## src/core/pbo_pkg.sv

```systemverilog
package pbo_pkg;

  localparam int PIN_COUNT = 8;

  // Pin positions within port B
  localparam int BIT_DATA = 0;
  localparam int BIT_XTAL1 = 4;
  localparam int BIT_XTAL2 = 5;
  localparam int BIT_EXT_IRQ = 6;
  localparam int BIT_RESET = 7;

  // Fixed override values
  localparam logic RESET_PULLUP_VAL = 1'h1;
  localparam logic RESET_DIR_VAL = 1'h0;
  localparam logic XTAL_PULLUP_VAL = 1'h0;
  localparam logic XTAL_DIR_VAL = 1'h0;
  localparam logic DIN_FORCE_VAL = 1'h1;
  localparam logic NO_OVERRIDE = 1'h0;

  // Values after reset
  localparam logic [7:0] PINS_RESET = 8'h00;
  localparam logic FLAG_RESET = 1'h0;

  // One pin's override controls
  typedef struct packed {
    logic pullup_override_en;
    logic pullup_override_val;
    logic dir_override_en;
    logic dir_override_val;
    logic outval_override_en;
    logic outval_override_val;
    logic din_enable_override_en;
    logic din_enable_override_val;
  } pbo_ovr_t;

  // Ordinary port controls of one pin
  typedef struct packed {
    logic port_out;
    logic port_dir;
    logic sleeping;
  } pbo_port_t;

  // Resolved pad controls of one pin
  typedef struct packed {
    logic pad_out;
    logic pad_oe;
    logic pullup_en;
    logic din_en;
  } pbo_pad_t;

  // Whole state of the override block
  typedef struct packed {
    logic [7:0] sync1;
    logic [7:0] sync2;
    logic [7:0] prev;
    logic [7:0] pad_out;
    logic [7:0] pad_oe;
    logic [7:0] pullup_en;
    logic [7:0] din_en;
    logic pc_irq0;
    logic pc_irq1;
    logic ext_irq0_req;
    logic serial_data_in;
    logic counter0_clock_in;
    logic ext_clock_in;
  } pbo_state_t;

endpackage

```

## src/core/pbo_port_b_override.sv

```systemverilog
`timescale 1ns/1ps

module pbo_port_b_override
  import pbo_pkg::*;
(
  input wire logic clk,
  input wire logic nrst,
  input wire logic ce,
  input wire logic [7:0] pad_in,
  input wire logic [7:0] port_out,
  input wire logic [7:0] port_dir,
  input wire logic sleeping,
  input wire logic global_irq_en,
  input wire logic pin_change_group0_en,
  input wire logic pin_change_group1_en,
  input wire logic external_irq0_mask,
  input wire logic serial_two_wire,
  input wire logic serial_three_wire,
  input wire logic serial_shift_out_bit,
  input wire logic serial_start_irq_en,
  input wire logic programming_active,
  input wire logic timer1_compare_out_a_en,
  input wire logic timer1_compare_out_a,
  input wire logic counter0_external_clock,
  input wire logic reset_disable_fuse,
  input wire logic bit5_gpio_allowed,
  input wire logic bit4_gpio_allowed,
  input wire logic external_clock_selected,
  output logic [7:0] pad_out,
  output logic [7:0] pad_oe,
  output logic [7:0] pullup_en,
  output logic [7:0] din_en,
  output logic pin_change_irq_group0,
  output logic pin_change_irq_group1,
  output logic external_irq0,
  output logic serial_data_in,
  output logic counter0_clock_in,
  output logic ext_clock_in
);

  import pbo_pkg::*;

  pbo_state_t st_r;
  pbo_state_t st_nxt;
  pbo_ovr_t [7:0] ovr;
  pbo_port_t [7:0] port;
  pbo_pad_t [7:0] pad;

  logic reset_pin_function;
  logic serial_on;
  logic pwm_a_on;
  logic pc0_en;
  logic pc1_en;
  logic ext_irq0_en;
  logic [7:0] pc_mask;
  logic [7:0] pc_group1;
  logic [7:0] changed;

  // Unprogrammed fuse (1) keeps the pin as reset input
  assign reset_pin_function = reset_disable_fuse;
  assign serial_on = serial_two_wire | serial_three_wire;
  assign pwm_a_on = timer1_compare_out_a_en & ~programming_active
                    & ~serial_on;
  assign pc0_en = global_irq_en & pin_change_group0_en;
  assign pc1_en = global_irq_en & pin_change_group1_en;
  assign ext_irq0_en = global_irq_en & external_irq0_mask;

  always_comb
  begin
    ovr = '0;
    // Bit 0: three-wire input takes nothing over, hence no term
    ovr[BIT_DATA].pullup_override_en = serial_two_wire;
    ovr[BIT_DATA].pullup_override_val = NO_OVERRIDE;
    ovr[BIT_DATA].dir_override_en = serial_two_wire;
    ovr[BIT_DATA].dir_override_val = (~serial_shift_out_bit
      | ~port_out[BIT_DATA]) & port_dir[BIT_DATA];
    ovr[BIT_DATA].outval_override_en =
      (serial_two_wire & port_dir[BIT_DATA]) | pwm_a_on;
    // Two-wire drives only zero; line released via enable
    ovr[BIT_DATA].outval_override_val =
      ~(serial_two_wire & port_dir[BIT_DATA]) & pwm_a_on
      & ~timer1_compare_out_a;
    ovr[BIT_DATA].din_enable_override_en =
      (~(serial_on | pwm_a_on) & pc0_en) | serial_start_irq_en;
    ovr[BIT_DATA].din_enable_override_val = DIN_FORCE_VAL;

    // Bits 7..4 leave outval overrides at zero
    ovr[BIT_RESET].pullup_override_en = reset_pin_function;
    ovr[BIT_RESET].pullup_override_val = RESET_PULLUP_VAL;
    ovr[BIT_RESET].dir_override_en = reset_pin_function;
    ovr[BIT_RESET].dir_override_val = RESET_DIR_VAL;
    ovr[BIT_RESET].din_enable_override_en =
      pc1_en | reset_pin_function;
    ovr[BIT_RESET].din_enable_override_val =
      pc1_en & ~reset_pin_function;

    ovr[BIT_EXT_IRQ].din_enable_override_en =
      (~counter0_external_clock & pc1_en) | ext_irq0_en;
    ovr[BIT_EXT_IRQ].din_enable_override_val = DIN_FORCE_VAL;

    ovr[BIT_XTAL2].pullup_override_en = ~bit5_gpio_allowed;
    ovr[BIT_XTAL2].pullup_override_val = XTAL_PULLUP_VAL;
    ovr[BIT_XTAL2].dir_override_en = ~bit5_gpio_allowed;
    ovr[BIT_XTAL2].dir_override_val = XTAL_DIR_VAL;
    ovr[BIT_XTAL2].din_enable_override_en =
      pc1_en | ~bit5_gpio_allowed;
    ovr[BIT_XTAL2].din_enable_override_val =
      pc1_en & bit5_gpio_allowed;

    ovr[BIT_XTAL1].pullup_override_en = ~bit4_gpio_allowed;
    ovr[BIT_XTAL1].pullup_override_val = XTAL_PULLUP_VAL;
    ovr[BIT_XTAL1].dir_override_en = ~bit4_gpio_allowed;
    ovr[BIT_XTAL1].dir_override_val = XTAL_DIR_VAL;
    ovr[BIT_XTAL1].din_enable_override_en = pc1_en
      | ~bit4_gpio_allowed | external_clock_selected;
    ovr[BIT_XTAL1].din_enable_override_val =
      (pc1_en & bit4_gpio_allowed) | external_clock_selected;
  end

  always_comb
  begin
    // Masking alternate functions per pin
    pc_mask = '0;
    pc_mask[BIT_DATA] = serial_on | pwm_a_on;
    pc_mask[BIT_RESET] = reset_pin_function;
    pc_mask[BIT_EXT_IRQ] = ext_irq0_en | counter0_external_clock;
    pc_mask[BIT_XTAL2] = ~bit5_gpio_allowed;
    pc_mask[BIT_XTAL1] = ~bit4_gpio_allowed | external_clock_selected;
    pc_group1 = 8'hf0;
  end

  genvar g;
  generate
    for (g = 0; g < PIN_COUNT; g++)
    begin : g_pin
      assign port[g].port_out = port_out[g];
      assign port[g].port_dir = port_dir[g];
      assign port[g].sleeping = sleeping;

      pbo_pin_resolve u_resolve (
        .ovr(ovr[g]),
        .port(port[g]),
        .pad(pad[g])
      );
    end
  endgenerate

  // Edges seen only on pins whose buffer is on
  assign changed = (st_r.sync2 ^ st_r.prev) & st_r.din_en & ~pc_mask;

  always_comb
  begin
    st_nxt = st_r;
    st_nxt.sync1 = pad_in;
    st_nxt.sync2 = st_r.sync1;
    st_nxt.prev = st_r.sync2;
    for (int i = 0; i < PIN_COUNT; i++)
    begin
      st_nxt.pad_out[i] = pad[i].pad_out;
      st_nxt.pad_oe[i] = pad[i].pad_oe;
      st_nxt.pullup_en[i] = pad[i].pullup_en;
      st_nxt.din_en[i] = pad[i].din_en;
    end
    st_nxt.pc_irq0 = pc0_en & (|(changed & ~pc_group1));
    st_nxt.pc_irq1 = pc1_en & (|(changed & pc_group1));
    // Low-level external interrupt on bit 6
    st_nxt.ext_irq0_req = ext_irq0_en & st_r.din_en[BIT_EXT_IRQ]
                          & ~st_r.sync2[BIT_EXT_IRQ];
    // Data input is read with normal port direction in three-wire
    st_nxt.serial_data_in = st_r.sync2[BIT_DATA] & st_r.din_en[BIT_DATA];
    st_nxt.counter0_clock_in = st_r.sync2[BIT_EXT_IRQ]
                               & st_r.din_en[BIT_EXT_IRQ];
    st_nxt.ext_clock_in = st_r.sync2[BIT_XTAL1]
                          & st_r.din_en[BIT_XTAL1];
  end

  always_ff @(posedge clk)
  begin
    if (!nrst)
    begin
      st_r <= '0;
      st_r.sync1 <= PINS_RESET;
      st_r.sync2 <= PINS_RESET;
      st_r.prev <= PINS_RESET;
      st_r.pc_irq0 <= FLAG_RESET;
      st_r.pc_irq1 <= FLAG_RESET;
    end
    else if (ce)
    begin
      st_r <= st_nxt;
    end
  end

  assign pad_out = st_r.pad_out;
  assign pad_oe = st_r.pad_oe;
  assign pullup_en = st_r.pullup_en;
  assign din_en = st_r.din_en;
  assign pin_change_irq_group0 = st_r.pc_irq0;
  assign pin_change_irq_group1 = st_r.pc_irq1;
  assign external_irq0 = st_r.ext_irq0_req;
  assign serial_data_in = st_r.serial_data_in;
  assign counter0_clock_in = st_r.counter0_clock_in;
  assign ext_clock_in = st_r.ext_clock_in;

endmodule // pbo_port_b_override

```

## src/core/pbo_pin_resolve.sv

```systemverilog
`timescale 1ns/1ps

module pbo_pin_resolve
  import pbo_pkg::*;
(
  input wire pbo_pkg::pbo_ovr_t ovr,
  input wire pbo_pkg::pbo_port_t port,
  output pbo_pkg::pbo_pad_t pad
);

  always_comb
  begin
    // Ordinary port registers wherever no override is asserted
    pad.pad_out = ovr.outval_override_en ? ovr.outval_override_val
                                         : port.port_out;
    pad.pad_oe = ovr.dir_override_en ? ovr.dir_override_val
                                     : port.port_dir;
    pad.pullup_en = ovr.pullup_override_en ? ovr.pullup_override_val
                    : (port.port_out & ~port.port_dir);
    // Input buffer is gated off in sleep unless overridden
    pad.din_en = ovr.din_enable_override_en ? ovr.din_enable_override_val
                 : ~port.sleeping;
  end

endmodule // pbo_pin_resolve

```

## config.mk

```make
export PLATFORM = sky130hd
export DESIGN_NAME = pbo_port_b_override
export DESIGN_NICKNAME = d
export VERILOG_FILES = /design/src/core/pbo_pkg.sv /design/src/core/pbo_port_b_override.sv /design/src/core/pbo_pin_resolve.sv
export SDC_FILE = /design/constraint.sdc
export NUM_CORES = 1
export LEC_CHECK = 0
export ABC_AREA = 1
export BUFFER_PORTS_ARGS = -buffer_cell sky130_fd_sc_hd__buf_4
export CAP_MARGIN = 20
export CORE_ASPECT_RATIO = 1.2
export CORE_MARGIN = 4
export CORE_UTILIZATION = 43
export DETAILED_ROUTE_END_ITERATION = 12
export GPL_TIMING_DRIVEN = 0
export PLACE_DENSITY = 0.67
export SLEW_MARGIN = 25
export SYNTH_ARGS = -nofsm -noshare
export SYNTH_HDL_FRONTEND = slang
export SYNTH_HIERARCHICAL = 1
export SYNTH_SLANG_ARGS = --single-unit
```

## constraint.sdc

```tcl
create_clock -name clk -period 1.4 [get_ports clk]
set_input_delay 0.28 -clock clk [delete_from_list [all_inputs] [get_ports clk]]
set_output_delay 0.28 -clock clk [all_outputs]
set_load 0.01 [all_outputs]
```

==> results.sh, run 1 <==
export IMPL_outcome="finished clean"
export IMPL_async_flop_share_pct=0
export IMPL_startpoint_type="flop"
export IMPL_synth_edf_count=0
export IMPL_pin_count=82
export IMPL_synth_seq_cells=62
export IMPL_dp_slack_ns=-0.0264
export IMPL_drt_iter0_drc=154
export IMPL_p_per_area_nw_per_um2=978
export IMPL_ant_nets=0
export IMPL_netlist_instances=463
export IMPL_layout_nets=658
export IMPL_ir_worst_vdd_uv=483
export IMPL_yosysWarnings=6
export IMPL_cts_tree="built"
export IMPL_drv_slew=0
export IMPL_path_cells="buf_4 > buf_4"
export IMPL_hpwlAfterDp_mm=5.70
export IMPL_cts_max_path_buffers=2
export IMPL_finalCritPeriodShare_pct=88.5
export IMPL_cp_end_kind="primary output"
export IMPL_synthTopCellsByArea="dfxtp_1, o21ai_0, nor2_1"
export IMPL_arrival_ns=0.96
export IMPL_drt_total_wl_mm=7.68
export IMPL_yosysSeqAreaShare_pct=40.1
export IMPL_netlist_area_um2=3090
export IMPL_synth_most_common_cell="nor2_1"
export IMPL_grt_pass1_vias=2890
export IMPL_min_path_type="in -> reg"
export IMPL_cts_hold_buffers_added=0
export IMPL_grt_ovfl_total=0
export IMPL_avgSynthCellArea_um2=6.68
export IMPL_drcViolationCount=0
export IMPL_port_buffers=79
export IMPL_setup_worst_path_class="reg -> out"
export IMPL_setup_tns_final_ns=0
export IMPL_start_util_pct=44.8
export IMPL_yosys_area_top_type_share_pct=40.1
export IMPL_cts_clk_slew_worst_paths_ns=0.06
export IMPL_grt_antenna_before_repair=0
export IMPL_regArea_um2=1240
export IMPL_nFillCells=703
export IMPL_cts_sinks=62
export IMPL_drv_cap=0
export IMPL_final_layout_size_suffix_gt1_share_pct=22.5
export IMPL_critPathRequiredTime_ns=1.12
export IMPL_cts_root_buf="clkbuf_8"
export IMPL_die_area_um2=8620
export IMPL_multi_input_area_um2=1530
export IMPL_crit_top_cell="buf_4"
export IMPL_row_count=33
export IMPL_worst_skew_pair_late_latency_ns=0.33
export IMPL_fmax_ghz=0.807
export IMPL_area_growth_pct=35.7
export IMPL_ctsResizeCount=0
export IMPL_numCtsBuffers=9
export IMPL_period_minus_slack_ns=1.24
export IMPL_core_um2=6900
export IMPL_diodes=0
export IMPL_crit_slowest_cell="dfxtp_1"
export IMPL_grt_pass1_wl_mm=12.8
export IMPL_wire_per_inst_um=10.9
export IMPL_cts_setup_buffers=0
export IMPL_cp_max_fo=5
export IMPL_setup_slack_ns=0.161
export IMPL_synth_common_cells="nor2_1, nand2_1, o21ai_0"
export IMPL_die_y_um=101
export IMPL_p_leak_uw=0.00215
export IMPL_grt_max_degree=11
export IMPL_yosysTopAreaCell="dfxtp_1"
export IMPL_rsz0062_at_grt="no"
export IMPL_hold_viol=0
export IMPL_cts_htree_levels=3
export IMPL_setup_viol=0
export IMPL_grt_usage_pct=18.6
export IMPL_gp_congestion=0.769
export IMPL_cp_slowest_stage_delay_ns=0.40
export IMPL_die_w_um=85.4
export IMPL_path_buf_inv=2
export IMPL_viasPerCell=4.39
export IMPL_num_vias=3092
export IMPL_cpLargestDelayFamily="flip-flops"
export IMPL_drt_pass1_iter_count=4
export IMPL_yosysUniqueCellTypes=22
export IMPL_finClkSkew_ns=0.00670
export IMPL_ys_flop_type="dfxtp_1"
-- placed cells by master, fill, tap and decap left out, drive strengths merged --
master / count
o21ai: 83
a21boi: 1
inv: 51
nand2: 79
buf: 121
conb: 63
clkbuf: 22
clkinv: 1
a211oi: 1
nand3b: 1
a21oi: 22
or2: 1
dfxtp: 62
nand3: 18
nor2: 88
a32oi: 1
o21bai: 2
-- power by group --
part           internal, uW  switching, uW  total (uW)
logic                   377            380         756
clock network           766            635        1400
registers              1880           66.3        1950
-- sequential cells by signal (all words and copies together) (netlist names) --
signal / flops
ext_clock_in: 1
pin_change_irq_group1: 1
pad_out: 8
serial_data_in: 1
din_en: 8
pin_change_irq_group0: 1
external_irq0: 1
pullup_en: 8
counter0_clock_in: 1
pad_oe: 8
st_nxt: 16
st_r: 8
-- worst paths after layout --
kind / depth (start not counted) / to / slack (ns) / startpoint
worst max-delay path: 2 / din_en[6] / 0.16 / din_en[6]$_SDFFE_PN0P_
worst min register to register: 2 / serial_data_in$_SDFFE_PN0P_ / 0.47 / serial_data_in$_SDFFE_PN0P_
worst max register to register: 7 / pin_change_irq_group1$_SDFFE_PN0P_ / 0.38 / st_nxt[42]$_SDFFE_PN0P_
worst min-delay path: 3 / st_nxt[53]$_SDFFE_PN0P_ / 0.17 / pad_in[7]
-- through the flow --
step	utilization [%]	hold slack (ns)	area (um^2)	instances	total power [uW]
3_5_place_dp	58.3	0.458	4020	690	2740
2_1_floorplan	-	0.415	3320	524	2430
4_1_cts	60.9	0.163	4200	704	4150
3_3_place_gp	58.3	0.454	4020	690	2730
5_1_grt	60.9	0.179	4200	704	4330
6_report	60.9	0.174	4200	704	4100
-- cells by family after synthesis --
family | count (synthesis) | synth area share [%]
and+or+nand+nor | 187 | 23.7
buffers and inverters | 102 | 17.6
DFF | 62 | 40.1
AOI/OAI and AO/OA | 110 | 18.3
other | 2 | 0.243
-- metal layers --
layer | part of all wire (%) | track usage, % | vias to the layer above
li1 | - | - | 1672
met1 | 46 | 23.5 | 1350
met2 | 48 | 31.6 | 61
met3 | 5.0 | 3.27 | 9
met4 | 0.99 | 6.94 | 0
met5 | 0 | 0 | -
-- layout make-up --
cell class / count / area share [%]
inverters: 51 / 4.56
multi-input cells: 360 / 36.6
clock buffers: 13 / 4.03
well taps: 87 / 2.59
repair buffers: 79 / 14.1
plain buffers: 51 / 8.44
clock inverters: 1 / 0.119
flip-flops and latches: 62 / 29.6
-- worst min-delay path, delay by kind of cell --
| family | cells | cell delay [ns] |
|---|---|---|
| and+or+nand+nor | 2 | 0.11 |
| buffers and inverters | 1 | 0.08 |
(Power assumes the default switching activity.)
==> run 2, diff against run 1 <==
--- a/config.mk
+++ b/config.mk
@@ -6,6 +6,7 @@
 export NUM_CORES = 1
 export LEC_CHECK = 0
 export ABC_AREA = 1
+export ABC_CLOCK_PERIOD_IN_PS = 1400
 export BUFFER_PORTS_ARGS = -buffer_cell sky130_fd_sc_hd__buf_4
 export CAP_MARGIN = 20
 export CORE_ASPECT_RATIO = 1.2
@@ -13,9 +14,8 @@
 export CORE_UTILIZATION = 43
 export DETAILED_ROUTE_END_ITERATION = 12
 export GPL_TIMING_DRIVEN = 0
-export PLACE_DENSITY = 0.67
-export SLEW_MARGIN = 25
+export PLACE_DENSITY = 0.69
+export SLEW_MARGIN = 20
 export SYNTH_ARGS = -nofsm -noshare
 export SYNTH_HDL_FRONTEND = slang
-export SYNTH_HIERARCHICAL = 1
 export SYNTH_SLANG_ARGS = --single-unit
==> results.sh, run 2 <==
export IMPL_num_vias=2440
export IMPL_yosysUniqueCellTypes=20
export IMPL_ys_flop_type="dfxtp_1"
export IMPL_grt_pass1_wl_mm=10.8
export IMPL_final_layout_size_suffix_gt1_share_pct=32.1
export IMPL_port_buffers=79
export IMPL_synthTopCellsByArea="dfxtp_1, buf_4, nand2_1"
export IMPL_grt_antenna_before_repair=0
export IMPL_pin_count=82
export IMPL_row_count=30
export IMPL_setup_worst_path_class="reg -> out"
export IMPL_largest_reg_flops=16
export IMPL_yosysSeqAreaShare_pct=46.2
export IMPL_max_slew_margin_pct=70.1
export IMPL_tightest_slew_ns=0.449
export IMPL_avgSynthCellArea_um2=7.42
export IMPL_grt_ovfl_total=0
export IMPL_timing_critical_path_from="din_en[3]$_SDFFE_PN0P_"
export IMPL_synth_nets=394
export IMPL_numCtsBuffers=9
export IMPL_hpwlAfterDp_mm=4.98
export IMPL_async_flop_share_pct=0
export IMPL_yosysTopAreaCell="dfxtp_1"
export IMPL_rsz0062_at_grt="no"
export IMPL_synth_edf_count=0
export IMPL_cts_setup_buffers=0
export IMPL_hold_viol=0
export IMPL_p_leak_uw=0.00170
export IMPL_cts_htree_levels=3
export IMPL_cp_end_kind="primary output"
export IMPL_cp_max_fo=5
export IMPL_final_common_cell="buf_4"
export IMPL_critPathRequiredTime_ns=1.12
export IMPL_cts_root_buf="clkbuf_8"
export IMPL_cts_max_path_buffers=2
export IMPL_ctsResizeCount=0
export IMPL_cts_clk_slew_worst_paths_ns=0.06
export IMPL_ir_worst_vdd_uv=717
export IMPL_period_minus_slack_ns=1.25
export IMPL_netlist_area_um2=2600
export IMPL_yosysWarnings=0
export IMPL_grt_max_degree=11
export IMPL_area_growth_pct=36.3
export IMPL_finalCritPeriodShare_pct=89.6
export IMPL_cts_hold_buffers_added=0
export IMPL_finClkSkew_ns=0.00502
export IMPL_fmax_ghz=0.797
export IMPL_grt_usage_pct=18.7
export IMPL_diodes=0
export IMPL_drv_cap=0
export IMPL_min_path_type="in -> reg"
export IMPL_regArea_um2=1200
export IMPL_arrival_ns=0.97
export IMPL_cts_sinks=60
export IMPL_viasPerCell=4.65
export IMPL_drt_pass1_iter_count=4
export IMPL_die_y_um=93.1
export IMPL_ant_nets=0
export IMPL_core_um2=5740
export IMPL_setup_viol=0
export IMPL_p_per_area_nw_per_um2=1230
export IMPL_layout_nets=484
export IMPL_synth_seq_cells=60
export IMPL_die_w_um=79.0
export IMPL_outcome="finished clean"
export IMPL_wire_per_inst_um=12.3
export IMPL_synth_most_common_cell="nand2_1"
export IMPL_mostFrequentLayoutCells="buf_4, nand2_1, dfxtp_1"
export IMPL_drv_slew=0
export IMPL_drt_iter0_drc=86
export IMPL_setup_tns_final_ns=0
export IMPL_gp_congestion=0.816
export IMPL_worst_skew_pair_late_latency_ns=0.32
export IMPL_power_uw=4370
export IMPL_nFillCells=564
export IMPL_cts_tree="built"
export IMPL_multi_input_area_um2=968
export IMPL_die_area_um2=7350
export IMPL_netlist_instances=350
export IMPL_yosys_area_top_type_share_pct=46.2
export IMPL_synth_common_cells="nand2_1, dfxtp_1, nor2_1"
export IMPL_drt_total_wl_mm=6.48
export IMPL_grt_pass1_vias=2363
export IMPL_worstHoldStart="pad_in[7]"
export IMPL_startpoint_type="flop"
export IMPL_timing_rr_start="st_nxt[42]$_SDFFE_PN0P_"
export IMPL_drcViolationCount=0
export IMPL_start_util_pct=45.2
run 2: changes by cell type in the layout (fill, tap and decap cells not counted), sizes merged, moves of 4 or more:
cell / before / now
nand3: 18 / 14
conb: 63 / 0
o21ai: 83 / 39
xnor2: 0 / 4
nor2: 88 / 45
a21oi: 22 / 41
nand2: 79 / 65
clkbuf: 22 / 17
inv: 51 / 26
run 2: layout make-up:
cell class	count	area share, %
Buffer	50	9.33
Clock buffer	12	4.38
Clock inverter	4	2.69
Inverter	26	2.76
Multi-Input combinational cell	214	27.3
Sequential cell	60	33.9
Tap cell	80	2.83
Timing Repair Buffer	79	16.7
run 2: worst paths after layout:
| path | slack, ns | to | cells after the start |
|---|---|---|---|
| worst min register to register | 0.47 | pad_out[1]$_SDFFE_PN0P_ | 2 |
| worst max-delay path | 0.15 | din_en[1] | 2 |
| worst min-delay path | 0.18 | st_nxt[53]$_SDFFE_PN0P_ | 3 |
| worst max register to register | 0.35 | pin_change_irq_group1$_SDFFE_PN0P_ | 7 |
run 2: cells by family (layout without fill, tap and decap cells):
group	after synthesis	after routing	synth area share, %
buffers and inverters	76	171	16.5
DFF	60	60	46.2
xor gates and xnor gates	4	4	1.35
and+or+nand+nor	127	127	19.6
AOI/OAI and AO/OA	83	83	16.4
run 2: layer usage:
layer,global-route usage [%],vias up,routed length (um)
li1,-,1266,-
met1,22.0,1098,2760
met2,32.2,64,3160
met3,4.34,12,397
met4,8.45,0,161
met5,0,-,0
run 2: power by group:
part / switching (uW) / total (uW) / internal (uW) / leakage [uW]
Clock: 656 / 1930 / 1280 / 0.000127
Combinational: 270 / 571 / 301 / 0.00108
Sequential: 61.6 / 1870 / 1810 / 0.000495
Total: 988 / 4370 / 3380 / 0.00170
run 2: critical path, stage by stage, from the launching register on:
cell and delay (ns):
dfxtp_1 0.41, buf_4 0.14, buf_4 0.11
run 2: through the flow:
stage               hold slack, ns  utilization [%]  area (um^2)  worst slack, ns  cells
floorplan                    0.415                -         2600            0.426    350
global placement             0.451             57.3         3290            0.167    509
detailed placement           0.456             57.3         3290            0.155    509
CTS                          0.166             61.7         3540            0.128    525
global route                 0.162             61.7         3540           0.0956    525
finish                       0.176             61.7         3540            0.145    525
==> run 3, diff against run 2 <==
--- a/config.mk
+++ b/config.mk
@@ -15,6 +15,7 @@
 export DETAILED_ROUTE_END_ITERATION = 12
 export GPL_TIMING_DRIVEN = 0
 export PLACE_DENSITY = 0.69
+export RECOVER_POWER = 100
 export SLEW_MARGIN = 20
 export SYNTH_ARGS = -nofsm -noshare
 export SYNTH_HDL_FRONTEND = slang
==> results.sh, run 3 (same netlist as run 2, synthesis figures left out) <==
export IMPL_cts_htree_levels=3
export IMPL_min_path_type="in -> reg"
export IMPL_setup_viol=0
export IMPL_ir_worst_vdd_uv=717
export IMPL_arrival_ns=1.00
export IMPL_cp_max_fo=5
export IMPL_drt_total_wl_mm=6.55
export IMPL_path_cells="clkbuf_4 > buf_4"
export IMPL_wire_per_inst_um=12.5
export IMPL_timing_critical_path_from="din_en[6]$_SDFFE_PN0P_"
export IMPL_seqPwrFrac_pct=43.0
export IMPL_nFillCells=593
export IMPL_grt_pass1_wl_mm=10.8
export IMPL_wl_met3_um=403
export IMPL_pin_count=82
export IMPL_hold_depth=3
export IMPL_drv_slew=0
export IMPL_place_area_um2=3290
export IMPL_diodes=0
export IMPL_viasPerCell=4.63
export IMPL_max_slew_margin_pct=67.1
export IMPL_core_um2=5740
export IMPL_die_y_um=93.1
export IMPL_area_growth_pct=31.6
export IMPL_reg2reg_setup_slack_ns=0.35
export IMPL_cts_sinks=60
export IMPL_worstRegToRegCells=7
export IMPL_p_int_uw=3350
export IMPL_p_leak_uw=0.00155
export IMPL_cp_slowest_stage_delay_ns=0.40
export IMPL_setup_worst_path_class="reg -> out"
export IMPL_numCtsBuffers=9
export IMPL_grt_antenna_before_repair=0
export IMPL_switching_share_pct=22.9
export IMPL_combPwrFrac_pct=12.3
export IMPL_layout_nets=484
export IMPL_rsz0062_at_grt="no"
export IMPL_grt_max_degree=11
export IMPL_pwr_share_clk_pct=44.7
export IMPL_drt_pass1_iter_count=4
export IMPL_hold_viol=0
export IMPL_drt_iter0_drc=76
export IMPL_p_per_area_nw_per_um2=1270
export IMPL_cts_hold_buffers_added=0
export IMPL_worst_skew_pair_late_latency_ns=0.32
export IMPL_min_to="st_nxt[53]$_SDFFE_PN0P_"
export IMPL_finClkSkew_ns=0.00588
export IMPL_cp_end_kind="primary output"
export IMPL_grt_usage_pct=18.7
export IMPL_die_w_um=79.0
export IMPL_worstHoldStart="pad_in[7]"
export IMPL_tightest_slew_ns=0.494
export IMPL_ant_nets=0
export IMPL_timing_rr_start="st_nxt[42]$_SDFFE_PN0P_"
export IMPL_gp_congestion=0.816
export IMPL_cts_tree="built"
export IMPL_outcome="finished clean"
export IMPL_setup_tns_final_ns=0
export IMPL_route_met2_wl_mm=3.15
export IMPL_r2r_end="pin_change_irq_group1$_SDFFE_PN0P_"
export IMPL_final_layout_size_suffix_gt1_share_pct=23.6
export IMPL_final_common_cell="buf_4"
export IMPL_fmax_ghz=0.782
export IMPL_met1Wirelength_mm=2.83
export IMPL_row_count=30
export IMPL_top_layer="met4"
export IMPL_hpwlAfterDp_mm=4.98
export IMPL_grt_pass1_vias=2363
export IMPL_drcViolationCount=0
export IMPL_final_cell_area_um2=3420
export IMPL_grt_ovfl_total=0
export IMPL_cts_setup_buffers=0
export IMPL_cts_max_path_buffers=2
export IMPL_drv_cap=0
export IMPL_start_util_pct=45.2
export IMPL_period_minus_slack_ns=1.28
export IMPL_startpoint_type="flop"
export IMPL_p_sw_uw=992
export IMPL_cts_root_buf="clkbuf_8"
export IMPL_largest_reg_flops=16
export IMPL_critPathRequiredTime_ns=1.12
export IMPL_finalCritPeriodShare_pct=91.3
export IMPL_crit_slowest_cell="dfxtp_1"
export IMPL_ctsResizeCount=0
export IMPL_num_vias=2433
export IMPL_port_buffers=79
export IMPL_mostFrequentLayoutCells="buf_4, nand2_1, dfxtp_1"
export IMPL_die_area_um2=7350
export IMPL_cts_clk_slew_worst_paths_ns=0.07
==> run 3: cell count changes in the layout (fill, tap and decap cells not counted), sizes merged <==
cell    before  now
buf        124   78
clkbuf      17   63
==> run 3: how the worst max path moves through the flow <==
stage                     cells after the start                        end  slack, ns
final                                         2                  din_en[6]       0.12
after floorplan                               4  pullup_en[4]$_SDFFE_PN0P_       0.43
after detailed placement                      6    pad_out[0]$_SDFFE_PN0P_       0.15
after global placement                        6    pad_out[0]$_SDFFE_PN0P_       0.17
after CTS                                     2                  din_en[1]       0.13
after global routing                          2                  din_en[6]       0.07
==> run 3: final cells by class <==
type	count	area, um^2	share of cell area [%]
multi-input cells	214	968	28.3
inverters	26	97.6	2.85
plain buffers	50	318	9.29
repair buffers	79	484	14.2
clock inverters	4	95.1	2.78
flip-flops and latches	60	1200	35.1
clock buffers	12	155	4.54
well taps	80	100	2.93
==> run 3: power by group through the flow <==
stage | Clock (uW) | Combinational, uW | Sequential [uW]
2_1_floorplan | 0 | 324 | 1890
3_3_place_gp | 0 | 568 | 1900
3_5_place_dp | 0 | 577 | 1900
4_1_cts | 1950 | 579 | 1870
5_1_grt | 2030 | 604 | 1880
6_report | 1940 | 534 | 1870
==> run 3: metal layers <==
layer | global-route usage (%) | vias to the layer above
li1 | - | 1266
met1 | 22.0 | 1090
met2 | 32.2 | 65
met3 | 4.34 | 12
met4 | 8.45 | 0
met5 | 0 | -
==> run 3: worst max-delay path, delay by kind of cell, from the launching register on <==
| family | cells | cell delay, ns |
|---|---|---|
| buffers and inverters | 2 | 0.27 |
| flip-flops | 1 | 0.40 |
==> run 3: through the flow <==
step	setup WS, ns	hold slack (ns)	power (uW)	std cells	utilization (%)
final	0.122	0.176	4340	525	59.5
after CTS	0.128	0.166	4400	525	61.7
after floorplan	0.426	0.415	2210	350	-
after global placement	0.167	0.451	2470	509	57.3
after detailed placement	0.155	0.456	2480	509	57.3
after global routing	0.0703	0.162	4510	525	59.5
